File: config.mk
export PLATFORM = sky130hd
export DESIGN_NAME = bpc_fsm
export DESIGN_NICKNAME = d
export VERILOG_FILES = /design/src/design/bpc_fsm.v
export VERILOG_INCLUDE_DIRS = /design/src /design/src/inc
export SDC_FILE = /design/constraint.sdc
export NUM_CORES = 1
export LEC_CHECK = 0
export ABC_CLOCK_PERIOD_IN_PS = 5160
export BUFFER_PORTS_ARGS = -buffer_cell sky130_fd_sc_hd__clkbuf_2
export CORE_ASPECT_RATIO = 1.25
export CORE_UTILIZATION = 30
export CTS_CLUSTER_DIAMETER = 50
export DETAILED_ROUTE_END_ITERATION = 6
export PLACE_DENSITY_LB_ADDON = 0.2
export SLEW_MARGIN = 20
export SYNTH_ARGS = -nofsm -noshare
export SYNTH_HDL_FRONTEND = slang
export SYNTH_SLANG_ARGS = --single-unit
File: constraint.sdc
create_clock -name pclk -period 5.16 [get_ports pclk]
set_clock_uncertainty 0.1 [all_clocks]
set_input_delay 1.032 -clock pclk [delete_from_list [all_inputs] [get_ports pclk]]
set_output_delay 1.032 -clock pclk [all_outputs]
set_load 0.05 [all_outputs]
File: src/inc/bpc_defines.vh
// Register map, field positions, state codes and setting encodings of the burner process FSM
`ifndef BPC_DEFINES_VH
`define BPC_DEFINES_VH

`define BPC_ADDR_W        12
`define BPC_OFF_CTRL      12'h000
`define BPC_OFF_COND      12'h004
`define BPC_OFF_STATE     12'h008
`define BPC_OFF_IRQ_STAT  12'h00c
`define BPC_OFF_IRQ_MASK  12'h010

// Control register fields
`define BPC_CTRL_POM_LSB  0
`define BPC_CTRL_LFD_BIT  2
`define BPC_CTRL_INC_BIT  3
`define BPC_CTRL_RST      32'h0000_0000

// Condition register fields
`define BPC_COND_ALARM    0
`define BPC_COND_WAIT     1
`define BPC_COND_PERM     2
`define BPC_COND_FLOSS    3
`define BPC_COND_RLEX     4
`define BPC_COND_STOP     5
`define BPC_COND_BPROC    6
`define BPC_COND_AWGON    7
`define BPC_COND_BAGOFF   8
`define BPC_COND_REIGN    9
`define BPC_COND_W        10

// Pilot-off settings
`define BPC_POM_DISABLED  2'h0
`define BPC_POM_AT_SP     2'h1
`define BPC_POM_AFTER_ON  2'h2
`define BPC_POM_FOLLOW    2'h3

// State codes
`define BPC_ST_IDLE       3'h0
`define BPC_ST_LOCKOUT    3'h1
`define BPC_ST_WAITING    3'h2
`define BPC_ST_PILOT      3'h3
`define BPC_ST_LOWFIRE    3'h4
`define BPC_ST_HIGHFIRE   3'h5
`define BPC_ST_INCIN      3'h6
`define BPC_ST_INCNA      3'h7

// Interrupt status bits
`define BPC_IRQ_LOCKOUT   0
`define BPC_IRQ_WAITING   1
`define BPC_IRQ_CHANGE    2
`define BPC_IRQ_W         3

`endif

File: src/design/bpc_fsm.v
// Burner process-control state machine (High Fire, Incinerate) with APB registers
//
// Register access over APB and the address map are this design's own decisions.
`timescale 1ns/1ps
`default_nettype none
`include "bpc_defines.vh"

module bpc_fsm (
  input  wire        pclk,
  input  wire        presetn,
  input  wire        psel,
  input  wire        penable,
  input  wire        pwrite,
  input  wire [31:0] paddr,
  input  wire [31:0] pwdata,
  output reg  [31:0] prdata,
  output reg         pready,
  output reg         pslverr,
  input  wire        alarm_in,
  input  wire        wait_in,
  input  wire        main_perm_in,
  input  wire        flame_loss_in,
  input  wire        relight_exceeded_in,
  input  wire        user_stop_in,
  input  wire        below_process_sp_in,
  input  wire        above_waste_gas_on_in,
  input  wire        below_assist_off_in,
  input  wire        reignite_in,
  input  wire        ext_state_valid_in,
  input  wire [2:0]  ext_state_in,
  output reg  [2:0]  state_out,
  output reg         pilot_out,
  output reg         first_shutoff_valve,
  output reg         second_shutoff_valve,
  output reg         pilot_card_valve,
  output reg         ignition_coil,
  output reg         ignition_enable,
  output reg         irq
);

  localparam [2:0] ST_IDLE    = `BPC_ST_IDLE;
  localparam [2:0] ST_LOCKOUT = `BPC_ST_LOCKOUT;
  localparam [2:0] ST_WAITING = `BPC_ST_WAITING;
  localparam [2:0] ST_PILOT   = `BPC_ST_PILOT;
  localparam [2:0] ST_LOWFIRE = `BPC_ST_LOWFIRE;
  localparam [2:0] ST_HIGH    = `BPC_ST_HIGHFIRE;
  localparam [2:0] ST_INCIN   = `BPC_ST_INCIN;
  localparam [2:0] ST_INCNA   = `BPC_ST_INCNA;

  // Two-flop synchronisers for the external condition inputs
  wire [`BPC_COND_W-1:0] cond_raw;
  reg  [`BPC_COND_W-1:0] cond_meta_q;
  reg  [`BPC_COND_W-1:0] cond_q;
  reg                    ext_v_meta_q;
  reg                    ext_v_q;
  reg  [2:0]             ext_st_meta_q;
  reg  [2:0]             ext_st_q;
  reg  [2:0]             ext_st_hold_q;
  wire                   ext_ok;

  assign cond_raw = {reignite_in, below_assist_off_in, above_waste_gas_on_in,
                     below_process_sp_in, user_stop_in, relight_exceeded_in,
                     flame_loss_in, main_perm_in, wait_in, alarm_in};

  always @(posedge pclk or negedge presetn) begin
    if (!presetn) begin
      cond_meta_q   <= {`BPC_COND_W{1'b0}};
      cond_q        <= {`BPC_COND_W{1'b0}};
      ext_v_meta_q  <= 1'b0;
      ext_v_q       <= 1'b0;
      ext_st_meta_q <= 3'h0;
      ext_st_q      <= 3'h0;
      ext_st_hold_q <= 3'h0;
    end else begin
      cond_meta_q   <= cond_raw;
      cond_q        <= cond_meta_q;
      ext_v_meta_q  <= ext_state_valid_in;
      ext_v_q       <= ext_v_meta_q;
      ext_st_meta_q <= ext_state_in;
      ext_st_q      <= ext_st_meta_q;
      ext_st_hold_q <= ext_st_q;
    end
  end

  // The state word crosses bit by bit: act on it only once it has stood two samples,
  // and never let another block command a firing state past the local guards
  assign ext_ok = ext_v_q && (ext_st_q == ext_st_hold_q) &&
                  (ext_st_q != `BPC_ST_HIGHFIRE) && (ext_st_q != `BPC_ST_INCIN);

  wire c_alarm  = cond_q[`BPC_COND_ALARM];
  wire c_wait   = cond_q[`BPC_COND_WAIT];
  wire c_perm   = cond_q[`BPC_COND_PERM];
  wire c_floss  = cond_q[`BPC_COND_FLOSS];
  wire c_rlex   = cond_q[`BPC_COND_RLEX];
  wire c_stop   = cond_q[`BPC_COND_STOP];
  wire c_bproc  = cond_q[`BPC_COND_BPROC];
  wire c_awgon  = cond_q[`BPC_COND_AWGON];
  wire c_bagoff = cond_q[`BPC_COND_BAGOFF];
  wire c_reign  = cond_q[`BPC_COND_REIGN];

  // Software-held configuration, interrupt status and the state register
  reg  [31:0] ctrl_q;
  reg  [`BPC_IRQ_W-1:0] irq_stat_q;
  reg  [`BPC_IRQ_W-1:0] irq_mask_q;
  reg  [2:0]  state_q;
  reg  [2:0]  state_d;

  wire [1:0] pom      = ctrl_q[`BPC_CTRL_POM_LSB+1:`BPC_CTRL_POM_LSB];
  wire       lf_dis   = ctrl_q[`BPC_CTRL_LFD_BIT];
  wire       inc_en   = ctrl_q[`BPC_CTRL_INC_BIT];
  wire       pom_wait = (pom == `BPC_POM_AFTER_ON) || (pom == `BPC_POM_FOLLOW);
  wire       clear_go = !c_alarm && !c_wait && !c_perm;
  wire       to_lock  = c_alarm || c_stop || (c_floss && c_rlex);
  wire       to_wait  = c_wait || (c_floss && !c_rlex) || (c_perm && pom_wait);

  // Next-state logic, one evaluation per clock
  always @* begin
    state_d = state_q;
    case (state_q)
      ST_HIGH: begin
        if (to_lock) begin
          state_d = ST_LOCKOUT;
        end else if (to_wait) begin
          state_d = ST_WAITING;
        end else if (c_perm) begin
          state_d = ST_PILOT;
        end else if (!c_bproc && lf_dis) begin
          state_d = pom_wait ? ST_WAITING : ST_PILOT;
        end else if (!c_bproc) begin
          state_d = ST_LOWFIRE;
        end
      end
      ST_INCIN: begin
        if (to_lock) begin
          state_d = ST_LOCKOUT;
        end else if (to_wait) begin
          state_d = ST_WAITING;
        end else if (c_perm) begin
          state_d = ST_PILOT;
        end else if (!c_awgon && inc_en && clear_go) begin
          state_d = ST_LOWFIRE;
        end else if (!c_bagoff && clear_go) begin
          state_d = ST_INCNA;
        end
      end
      ST_PILOT: begin
        if (c_bproc && lf_dis && clear_go) begin
          state_d = ST_HIGH;
        end else if (ext_ok) begin
          state_d = ext_st_q;
        end
      end
      ST_LOWFIRE: begin
        if (c_bproc && clear_go) begin
          state_d = ST_HIGH;
        end else if (c_awgon && inc_en && clear_go) begin
          state_d = ST_INCIN;
        end else if (ext_ok) begin
          state_d = ext_st_q;
        end
      end
      ST_INCNA: begin
        if (c_bagoff && clear_go) begin
          state_d = ST_INCIN;
        end else if (ext_ok) begin
          state_d = ext_st_q;
        end
      end
      ST_IDLE, ST_LOCKOUT, ST_WAITING: begin
        if (ext_ok) begin
          state_d = ext_st_q;
        end
      end
      default: begin
        state_d = ST_IDLE;
      end
    endcase
  end

  wire in_proc   = (state_d == ST_HIGH) || (state_d == ST_INCIN);
  wire pilot_on  = in_proc && (pom != `BPC_POM_AFTER_ON);
  wire ign_on    = in_proc && c_reign;

  always @(posedge pclk or negedge presetn) begin
    if (!presetn) begin
      state_q              <= ST_IDLE;
      state_out            <= ST_IDLE;
      pilot_out            <= 1'b0;
      first_shutoff_valve  <= 1'b0;
      second_shutoff_valve <= 1'b0;
      pilot_card_valve     <= 1'b0;
      ignition_coil        <= 1'b0;
      ignition_enable      <= 1'b0;
    end else begin
      state_q              <= state_d;
      state_out            <= state_d;
      pilot_out            <= pilot_on;
      first_shutoff_valve  <= in_proc;
      second_shutoff_valve <= in_proc;
      pilot_card_valve     <= pilot_on;
      ignition_coil        <= ign_on;
      ignition_enable      <= ign_on;
    end
  end

  // APB slave: zero wait states, unmapped addresses error
  wire        acc     = psel && penable;
  wire        wr      = acc && pwrite;
  wire [11:0] addr    = paddr[11:0];
  wire        mapped  = (paddr[31:12] == 20'h0_0000) &&
                        ((addr == `BPC_OFF_CTRL) || (addr == `BPC_OFF_COND) ||
                         (addr == `BPC_OFF_STATE) || (addr == `BPC_OFF_IRQ_STAT) ||
                         (addr == `BPC_OFF_IRQ_MASK));
  wire [`BPC_IRQ_W-1:0] ev;
  wire [`BPC_IRQ_W-1:0] w1c;

  assign ev[`BPC_IRQ_LOCKOUT] = (state_d == ST_LOCKOUT) && (state_q != ST_LOCKOUT);
  assign ev[`BPC_IRQ_WAITING] = (state_d == ST_WAITING) && (state_q != ST_WAITING);
  assign ev[`BPC_IRQ_CHANGE]  = (state_d != state_q);
  assign w1c = (wr && (addr == `BPC_OFF_IRQ_STAT) && mapped) ?
               pwdata[`BPC_IRQ_W-1:0] : {`BPC_IRQ_W{1'b0}};

  reg [31:0] rdata_d;
  always @* begin
    rdata_d = 32'h0000_0000;
    case (addr)
      `BPC_OFF_CTRL:     rdata_d = {28'h000_0000, ctrl_q[3:0]};
      `BPC_OFF_COND:     rdata_d = {22'h00_0000, cond_q};
      `BPC_OFF_STATE:    rdata_d = {29'h0000_0000, state_q};
      `BPC_OFF_IRQ_STAT: rdata_d = {29'h0000_0000, irq_stat_q};
      `BPC_OFF_IRQ_MASK: rdata_d = {29'h0000_0000, irq_mask_q};
      default:           rdata_d = 32'h0000_0000;
    endcase
    if (!mapped) begin
      rdata_d = 32'h0000_0000;
    end
  end

  always @(posedge pclk or negedge presetn) begin
    if (!presetn) begin
      ctrl_q     <= `BPC_CTRL_RST;
      irq_stat_q <= {`BPC_IRQ_W{1'b0}};
      irq_mask_q <= {`BPC_IRQ_W{1'b0}};
      prdata     <= 32'h0000_0000;
      pready     <= 1'b0;
      pslverr    <= 1'b0;
      irq        <= 1'b0;
    end else begin
      if (wr && mapped && (addr == `BPC_OFF_CTRL)) begin
        ctrl_q <= {28'h000_0000, pwdata[3:0]};
      end
      if (wr && mapped && (addr == `BPC_OFF_IRQ_MASK)) begin
        irq_mask_q <= pwdata[`BPC_IRQ_W-1:0];
      end
      // Set wins over a simultaneous write-one-to-clear
      irq_stat_q <= (irq_stat_q & ~w1c) | ev;
      irq        <= |(((irq_stat_q & ~w1c) | ev) & irq_mask_q);
      pready     <= psel && !penable;
      pslverr    <= psel && !penable && !mapped;
      prdata     <= (psel && !penable && !pwrite) ? rdata_d : 32'h0000_0000;
    end
  end

endmodule // bpc_fsm

`default_nettype wire

==> results.md, run 1 <==
* Detailed placement HPWL at between 4000 and 5000 µm
* Reg2reg start: state_q[0]
* Antenna Cells at 0
* R2R cell count at 7
* Slew headroom at just over 50%
* Num CTS Buffers at 9
* Global placement routability congestion at 0.8143
* Vias in the first global route at roughly 2000
* Post-synth cell types at 55
* First-pass DRT Iterations at 5
* I/O Buffers at 76
* Final hold vios at 0
* Outcome: finished clean
* Top_reg_cell synth: dfrtp_1
* Initial antenna violation count at 0
* Final Max Slew Viols at 0
* Most common cell after layout, fill and taps aside: clkbuf_2
* Post-synth EDFFs at 0
* Critical setup path kind: in2reg
* DR vias/cell at 4.644
* FF-to-FF End: irq_stat_q[2]
* #FFs+latches synth at 60
* WL per Instance at between 10 and 15 µm
* Gr usage total at 13.47%
* Least-Margin Pin Slew at approximately 740 ps
* Post-route ant nets at 0
* Number of max-cap violations at 0
* Required time of the critical path at 5280 ps
* # resized after CTS at 0
* Top-area cell type share of the netlist area at a little over half
* Critical-path maximum fanout at 4
* Yosys warnings at 0
* CTS Hold Buffers Added at 0
* Setup Fix Bufs, Post-CTS at 0
* Fmax at about 360 MHz
* Final TNS setup at 0 ps
* CP Launch Type: input pin
* Worst IR Drop VDD at roughly 0.15 mV
* Global-route wire length before repair at about 9400 µm
* Die Wd at 87.40 µm
* Tcrit/Tclk final at approximately 54%
* Core box area at ~8700 µm²
* Reg2reg setup slack at 2640 ps
* Routed wire length at ~5700 µm
* Async set or reset register ratio after synthesis at 100.0%
* Maximum clock insertion buffer count at 2
* Worst-path clk slew at around 60 ps
* Nets@finish at ~410
* CP Capture Type: register
* CTS tree: built
* Via Count at around 2100
* Period minus WS final at roughly 2800 ps
* Clk_lat worst skew at roughly 340 ps
* Residual DRC count at 0
* Total grt overflow at 0
* Netlist Area Pre-Place at 2735 µm²
* Share of layout cells above drive strength 1 at between 30 and 40%
* WHS at approximately 250 ps
* Most frequent cells in the layout: 76 x clkbuf_2, 60 x dfrtp_1, 22 x conb_1, 16 x nor2_1, 15 x nand2_1
* Area leader, netlist: dfrtp_1
* I/O Pins at between 100 and 150
* # rows at 38
* Top cells by area, synth: dfrtp_1 55%, buf_4 6.9%, mux2_2 3.3%, and2_1 2.3%, nor2_1 2.2%
* Post-Synthesis Cells at 243
* DR iter-0 viols at around 90
* Util after Layout at a little under two fifths
* Die Footprint at 9505 µm²
* # clock sinks at 60
* Final setup fails at 0
* Worst Hold Class: reg2reg
* CP endpoint: irq_stat_q[2]
* Worst Path Arrival at 2880 ps
* Largest net degree at the start of global routing at 61
* RSZ-0062 raised after global routing: no
* Register area share after synthesis at a little over half
* Die Y at 108.8 µm
* Synth-to-layout area growth at 21.45%
* Root Buffer: clkbuf_8
* Static Leak at roughly 0.0016 µW
* Crit path launch: paddr[9]
* Avg Cell Area, Syn at 11.26 µm²
* Pwr Density at approximately 370 nW/µm²
* Initial Utilization at between 30 and 40%
* H-tree levels at 3
final cells by class:
| class | instances | area (µm²) |
|---|---|---|
| Fill cell | 924 | 5426 |
| Sequential cell | 60 | 1501 |
| Multi-Input combinational cell | 169 | 1086 |
| Timing Repair Buffer | 77 | 387.9 |
| Tap cell | 120 | 150.1 |
| Clock buffer | 11 | 141.4 |
| Clock inverter | 5 | 36.28 |
| Inverter | 5 | 18.77 |
logic make-up (layout without fill, tap and decap cells):
kind of cell / Yosys count / count (layout) / synth area share (%)
flip-flops: 60 / 60 / 54.89
XOR/XNOR: 5 / 5 / 1.601
buffers and inverters: 35 / 98 / 8.280
multiplexers: 11 / 11 / 4.392
AND/OR/NAND/NOR: 93 / 93 / 19.17
other: 1 / 22 / 0.1371
AO/OA/AOI/OAI: 38 / 38 / 11.53
Yosys cell counts (all sizes together) (5+ instances only):
cell type and count:
a21oi 6, and2 10, buf 27, dfrtp 60, inv 5, mux2 8
nand2 15, nand3 12, nor2 17, nor2b 7, nor3 8, nor4 9
o21ai 6
where the power goes:
group / internal (µW) / leakage (µW) / switching (µW)
Clock: 188 / 0.0000820 / 185
Combinational: 96.5 / 0.000734 / 213
Sequential: 496 / 0.000745 / 53.5
Total: 780 / 0.00156 / 452
routing by layer:
layer | global-route usage, % | up-vias | wire length (µm)
met3 | 3.558 | 12 | 413
met4 | 8.431 | 0 | 170
met5 | 0 | - | 0
met2 | 22.94 | 97 | 2889
met1 | 14.82 | 988 | 2236
li1 | - | 979 | -
per-stage QoR:
stage / setup slack, ps / std cells / cell area [µm²] / total power (µW)
3_3_place_gp: 2013 / 431 / 3144 / 870.5
2_1_floorplan: 2338 / 264 / 2814 / 802.0
5_1_grt: 2218 / 447 / 3322 / 1299
4_1_cts: 2394 / 447 / 3322 / 1251
6_report: 2398 / 447 / 3322 / 1232
3_5_place_dp: 2030 / 431 / 3144 / 871.8
worst min-delay path by stage:
| stage | startpoint | end | slack, ps | depth (start not counted) |
|---|---|---|---|---|
| 6_report | ext_st_meta_q[0] | ext_st_q[0] | 250 | 0 |
| 5_1_grt | cond_meta_q[4] | cond_q[4] | 250 | 0 |
| 4_1_cts | cond_meta_q[0] | cond_q[0] | 250 | 0 |
| 3_5_place_dp | cond_meta_q[0] | cond_q[0] | 230 | 0 |
| 3_3_place_gp | ext_st_meta_q[0] | ext_st_q[0] | 230 | 0 |
| 2_1_floorplan | cond_meta_q[0] | cond_q[0] | 230 | 0 |
registers in the layout, indices dropped and copies added, names as in the netlist, 3 cells and up:
| register | flops |
|---|---|
| cond_q | 10 |
| ctrl_q | 4 |
| irq_stat_q | 3 |
| cond_meta_q | 10 |
| state_q | 3 |
| irq_mask_q | 3 |
| ext_st_meta_q | 3 |
| ext_st_q | 3 |
| prdata | 10 |
| ext_st_hold_q | 3 |
critical path, stage by stage:
cell and delay (ps):
clkbuf_2 80, nor4_1 250, nand3_1 180, or2_1 290
nor3_2 270, a21boi_0 150, a211o_1 290, or3_1 330
No activity file was read; power rests on OpenSTA's default activity.
==> run 2, diff against run 1 <==
--- a/config.mk
+++ b/config.mk
@@ -6,7 +6,8 @@
 export SDC_FILE = /design/constraint.sdc
 export NUM_CORES = 1
 export LEC_CHECK = 0
-export ABC_CLOCK_PERIOD_IN_PS = 5160
+export ABC_AREA = 1
+export ABC_CLOCK_PERIOD_IN_PS = 2700
 export BUFFER_PORTS_ARGS = -buffer_cell sky130_fd_sc_hd__clkbuf_2
 export CORE_ASPECT_RATIO = 1.25
 export CORE_UTILIZATION = 30
==> constraint.sdc (replaced) <==
create_clock -name pclk -period 2.7 [get_ports pclk]
set_clock_uncertainty 0.1 [all_clocks]
set_input_delay 0.54 -clock pclk [delete_from_list [all_inputs] [get_ports pclk]]
set_output_delay 0.54 -clock pclk [all_outputs]
set_load 0.05 [all_outputs]
==> run 2 against run 1 <==
  * Register-to-register slack worse by 2100 ps
  * Synthesized cell count is 39% higher
  * Clock-buffer cell count is 2 lower
  * Non-clock buffer count stayed put
  * Sequential power is 88% higher
  * Highest routed layer unchanged
  * Worst setup slack worse by 1800 ps
  * Critical path depth is 4 higher
  * First-iteration DRC count is 32% higher
  * Utilization is 0.44 points higher
  * Power is 130% higher
  * Combinational power is 140% higher
==> results.md, run 2 <==
* First-pass DRT Iterations at 5
* Num CTS Buffers at 9
* Via Count at between 2000 and 2500
* Most frequent cells in the layout: 76 x nand2_1, 76 x clkbuf_2, 60 x dfrtp_1, 37 x inv_1, 34 x nor2_1
* Adder-cell share of the synthesized area at 0%
* # rows at 40
* Multiplexer fraction of the synthesized cell area at about 1.5%
* Post-route ant nets at 0
* # resized after CTS at 0
* Core box area at approximately 9600 µm²
* Avg Cell Area, Syn at slightly below 9 µm²
* Root Buffer: clkbuf_16
* Commonest cells in the synthesized netlist: 76 x nand2_1, 60 x dfrtp_1, 37 x inv_1
* Critical-path maximum fanout at 7
* Nets@finish at between 500 and 600
* Initial antenna violation count at 0
* Final TNS setup at 0 ps
* Register area share after synthesis at 50.83%
* Vias in the first global route at around 2400
* H-tree levels at 3
* CP Capture Type: register
* Top cells by area, synth: dfrtp_1 51%, nand2_1 9.7%, buf_4 6.4%, inv_1 4.7%, nor2_1 4.3%
* Fmax at 469.6 MHz
* Worst Path Arrival at around 2200 ps
* Routed wire length at between 6000 and 7000 µm
* Tcrit/Tclk final at approximately 79%
* RSZ-0062 raised after global routing: no
* Slew headroom at roughly three fifths
* Xor/xnor share of the synthesized area at 0%
* Number of max-cap violations at 0
* Synth Area in Compound Gates at approximately 6.0%
* I/O Pins at 127
* Area share of and/or/nand/nor cells after synthesis at between 20% and 30%
* Total grt overflow at 0
* Worst-path clk slew at roughly 50 ps
* Worst IR Drop VDD at around 0.26 mV
* Clk_lat worst skew at 330 ps
* Static Leak at 0.001982 µW
* Global-route wire length before repair at between 10000 and 15000 µm
* # clock sinks at 60
* Required time of the critical path at around 2800 ps
* Residual DRC count at 0
* Die Footprint at between 10000 and 15000 µm²
* WHS at around 110 ps
* Post-synth EDFFs at 0
* Async set or reset register ratio after synthesis at 100.0%
* Share of layout cells above drive strength 1 at between 30% and 40%
* Critical setup path kind: reg2reg
* Outcome: finished clean
* Post-Synthesis Cells at between 300 and 400
* Post-synth cell types at 32
* Maximum clock insertion buffer count at 2
* CTS Hold Buffers Added at 0
* Final hold vios at 0
* Final setup fails at 0
* Period minus WS final at 2130 ps
* Count leader, synth: nand2_1
* Synth-to-layout area growth at 24.95%
* Die Wd at a little over 90 µm
* Top flop regs: cond_meta_q: 10 flops, cond_q: 10 flops, prdata: 10 flops
* Top-area cell type share of the netlist area at approximately half
* Largest net degree at the start of global routing at 38
* Main combinational cell family by area after synthesis: simple AND/OR/NAND/NOR gates
* Area leader, netlist: dfrtp_1
* Netlist Area Pre-Place at roughly 3000 µm²
* Util after Layout at 38.41%
* WL per Instance at roughly 12 µm
* Pwr Density at 774.7 nW/µm²
* Top_reg_cell synth: dfrtp_1
* Detailed placement HPWL at between 5000 and 6000 µm
* Initial Utilization at just over 30%
* Final Max Slew Viols at 0
* CTS tree: built
* #FFs+latches synth at 60
* Die Y at around 110 µm
* Gr usage total at between 10% and 20%
* DR iter-0 viols at between 100 and 150
* CP Launch Type: register
* I/O Buffers at 76
* Setup Fix Bufs, Post-CTS at 0
* Least-Margin Pin Slew at roughly 590 ps
* Antenna Cells at 0
* Yosys warnings at 0
* Worst Hold Class: in2async
* Global placement routability congestion at about 0.8
* DR vias/cell at 4.384
## run 2: cell count changes after synthesis, sizes merged, moves of 7 or more
cell and change:
nand2 +66, inv +36, nor2 +24, nand3 +20, and2 -10, nand4 +9
nor4 -9, nor2b -7
## run 2: logic make-up after synthesis
| family | count (synthesis) |
|---|---|
| AND/OR/NAND/NOR | 178 |
| other | 1 |
| buffers and inverters | 70 |
| flip-flops | 60 |
| AO/OA/AOI/OAI | 25 |
| multiplexers | 4 |
## run 2: path summary, 6_finish.rpt
check	cells after the start	to	slack, ps	start
min reg2reg	0	cond_q[2]	250	cond_meta_q[2]
max in group asynchronous	2	ext_v_q	1790	presetn
min in group pclk	1	cond_meta_q[0]	220	alarm_in
max	12	pilot_card_valve	570	state_q[1]
max reg2reg	12	pilot_card_valve	570	state_q[1]
min	1	cond_q[8]	110	presetn
## run 2: layout make-up
cell class | instances | area [µm²]
Fill cell | 975 | 5918
Sequential cell | 60 | 1501
Multi-Input combinational cell | 229 | 1172
Timing Repair Buffer | 77 | 400.4
Clock buffer | 9 | 225.2
Inverter | 44 | 166.4
Tap cell | 126 | 157.7
Clock inverter | 7 | 67.56
## run 2: stage by stage
stage / instance area [µm²] / std cells / power [µW] / setup slack, ps
finish: 3691 / 552 / 2860 / 570.4
global route: 3691 / 552 / 3027 / 312.8
CTS: 3691 / 552 / 2892 / 533.2
detailed placement: 3398 / 536 / 1789 / 413.6
global placement: 3398 / 536 / 1785 / 435.4
floorplan: 3033 / 359 / 1623 / 627.3
## run 2: critical path, stage by stage (launching register included)
cell and delay, ps:
dfrtp_1 490, inv_2 190, nand2_2 70, nor2_2 150
o21ai_0 110, nand2_1 80, nand3_1 100, nand3_2 110
nand2_1 90, nand2_1 130, inv_1 70, o21ai_2 240
a21oi_1 60
## run 2: report_power, final
group	total [µW]	switching, µW	leakage [µW]	internal, µW
clock network	1090	385	0.000137	706
logic	735	544	0.00112	191
registers	1030	77.2	0.000728	956
total	2860	1010	0.00198	1850
## run 2: per-layer routing
| layer | track usage [%] | share of wire, % | up-vias |
|---|---|---|---|
| met5 | 0 | 0 | - |
| met4 | 8.387 | 3.4 | 0 |
| met3 | 3.495 | 5.0 | 14 |
| met2 | 23.38 | 51 | 85 |
| met1 | 15.00 | 40 | 1107 |
| li1 | - | - | 1214 |
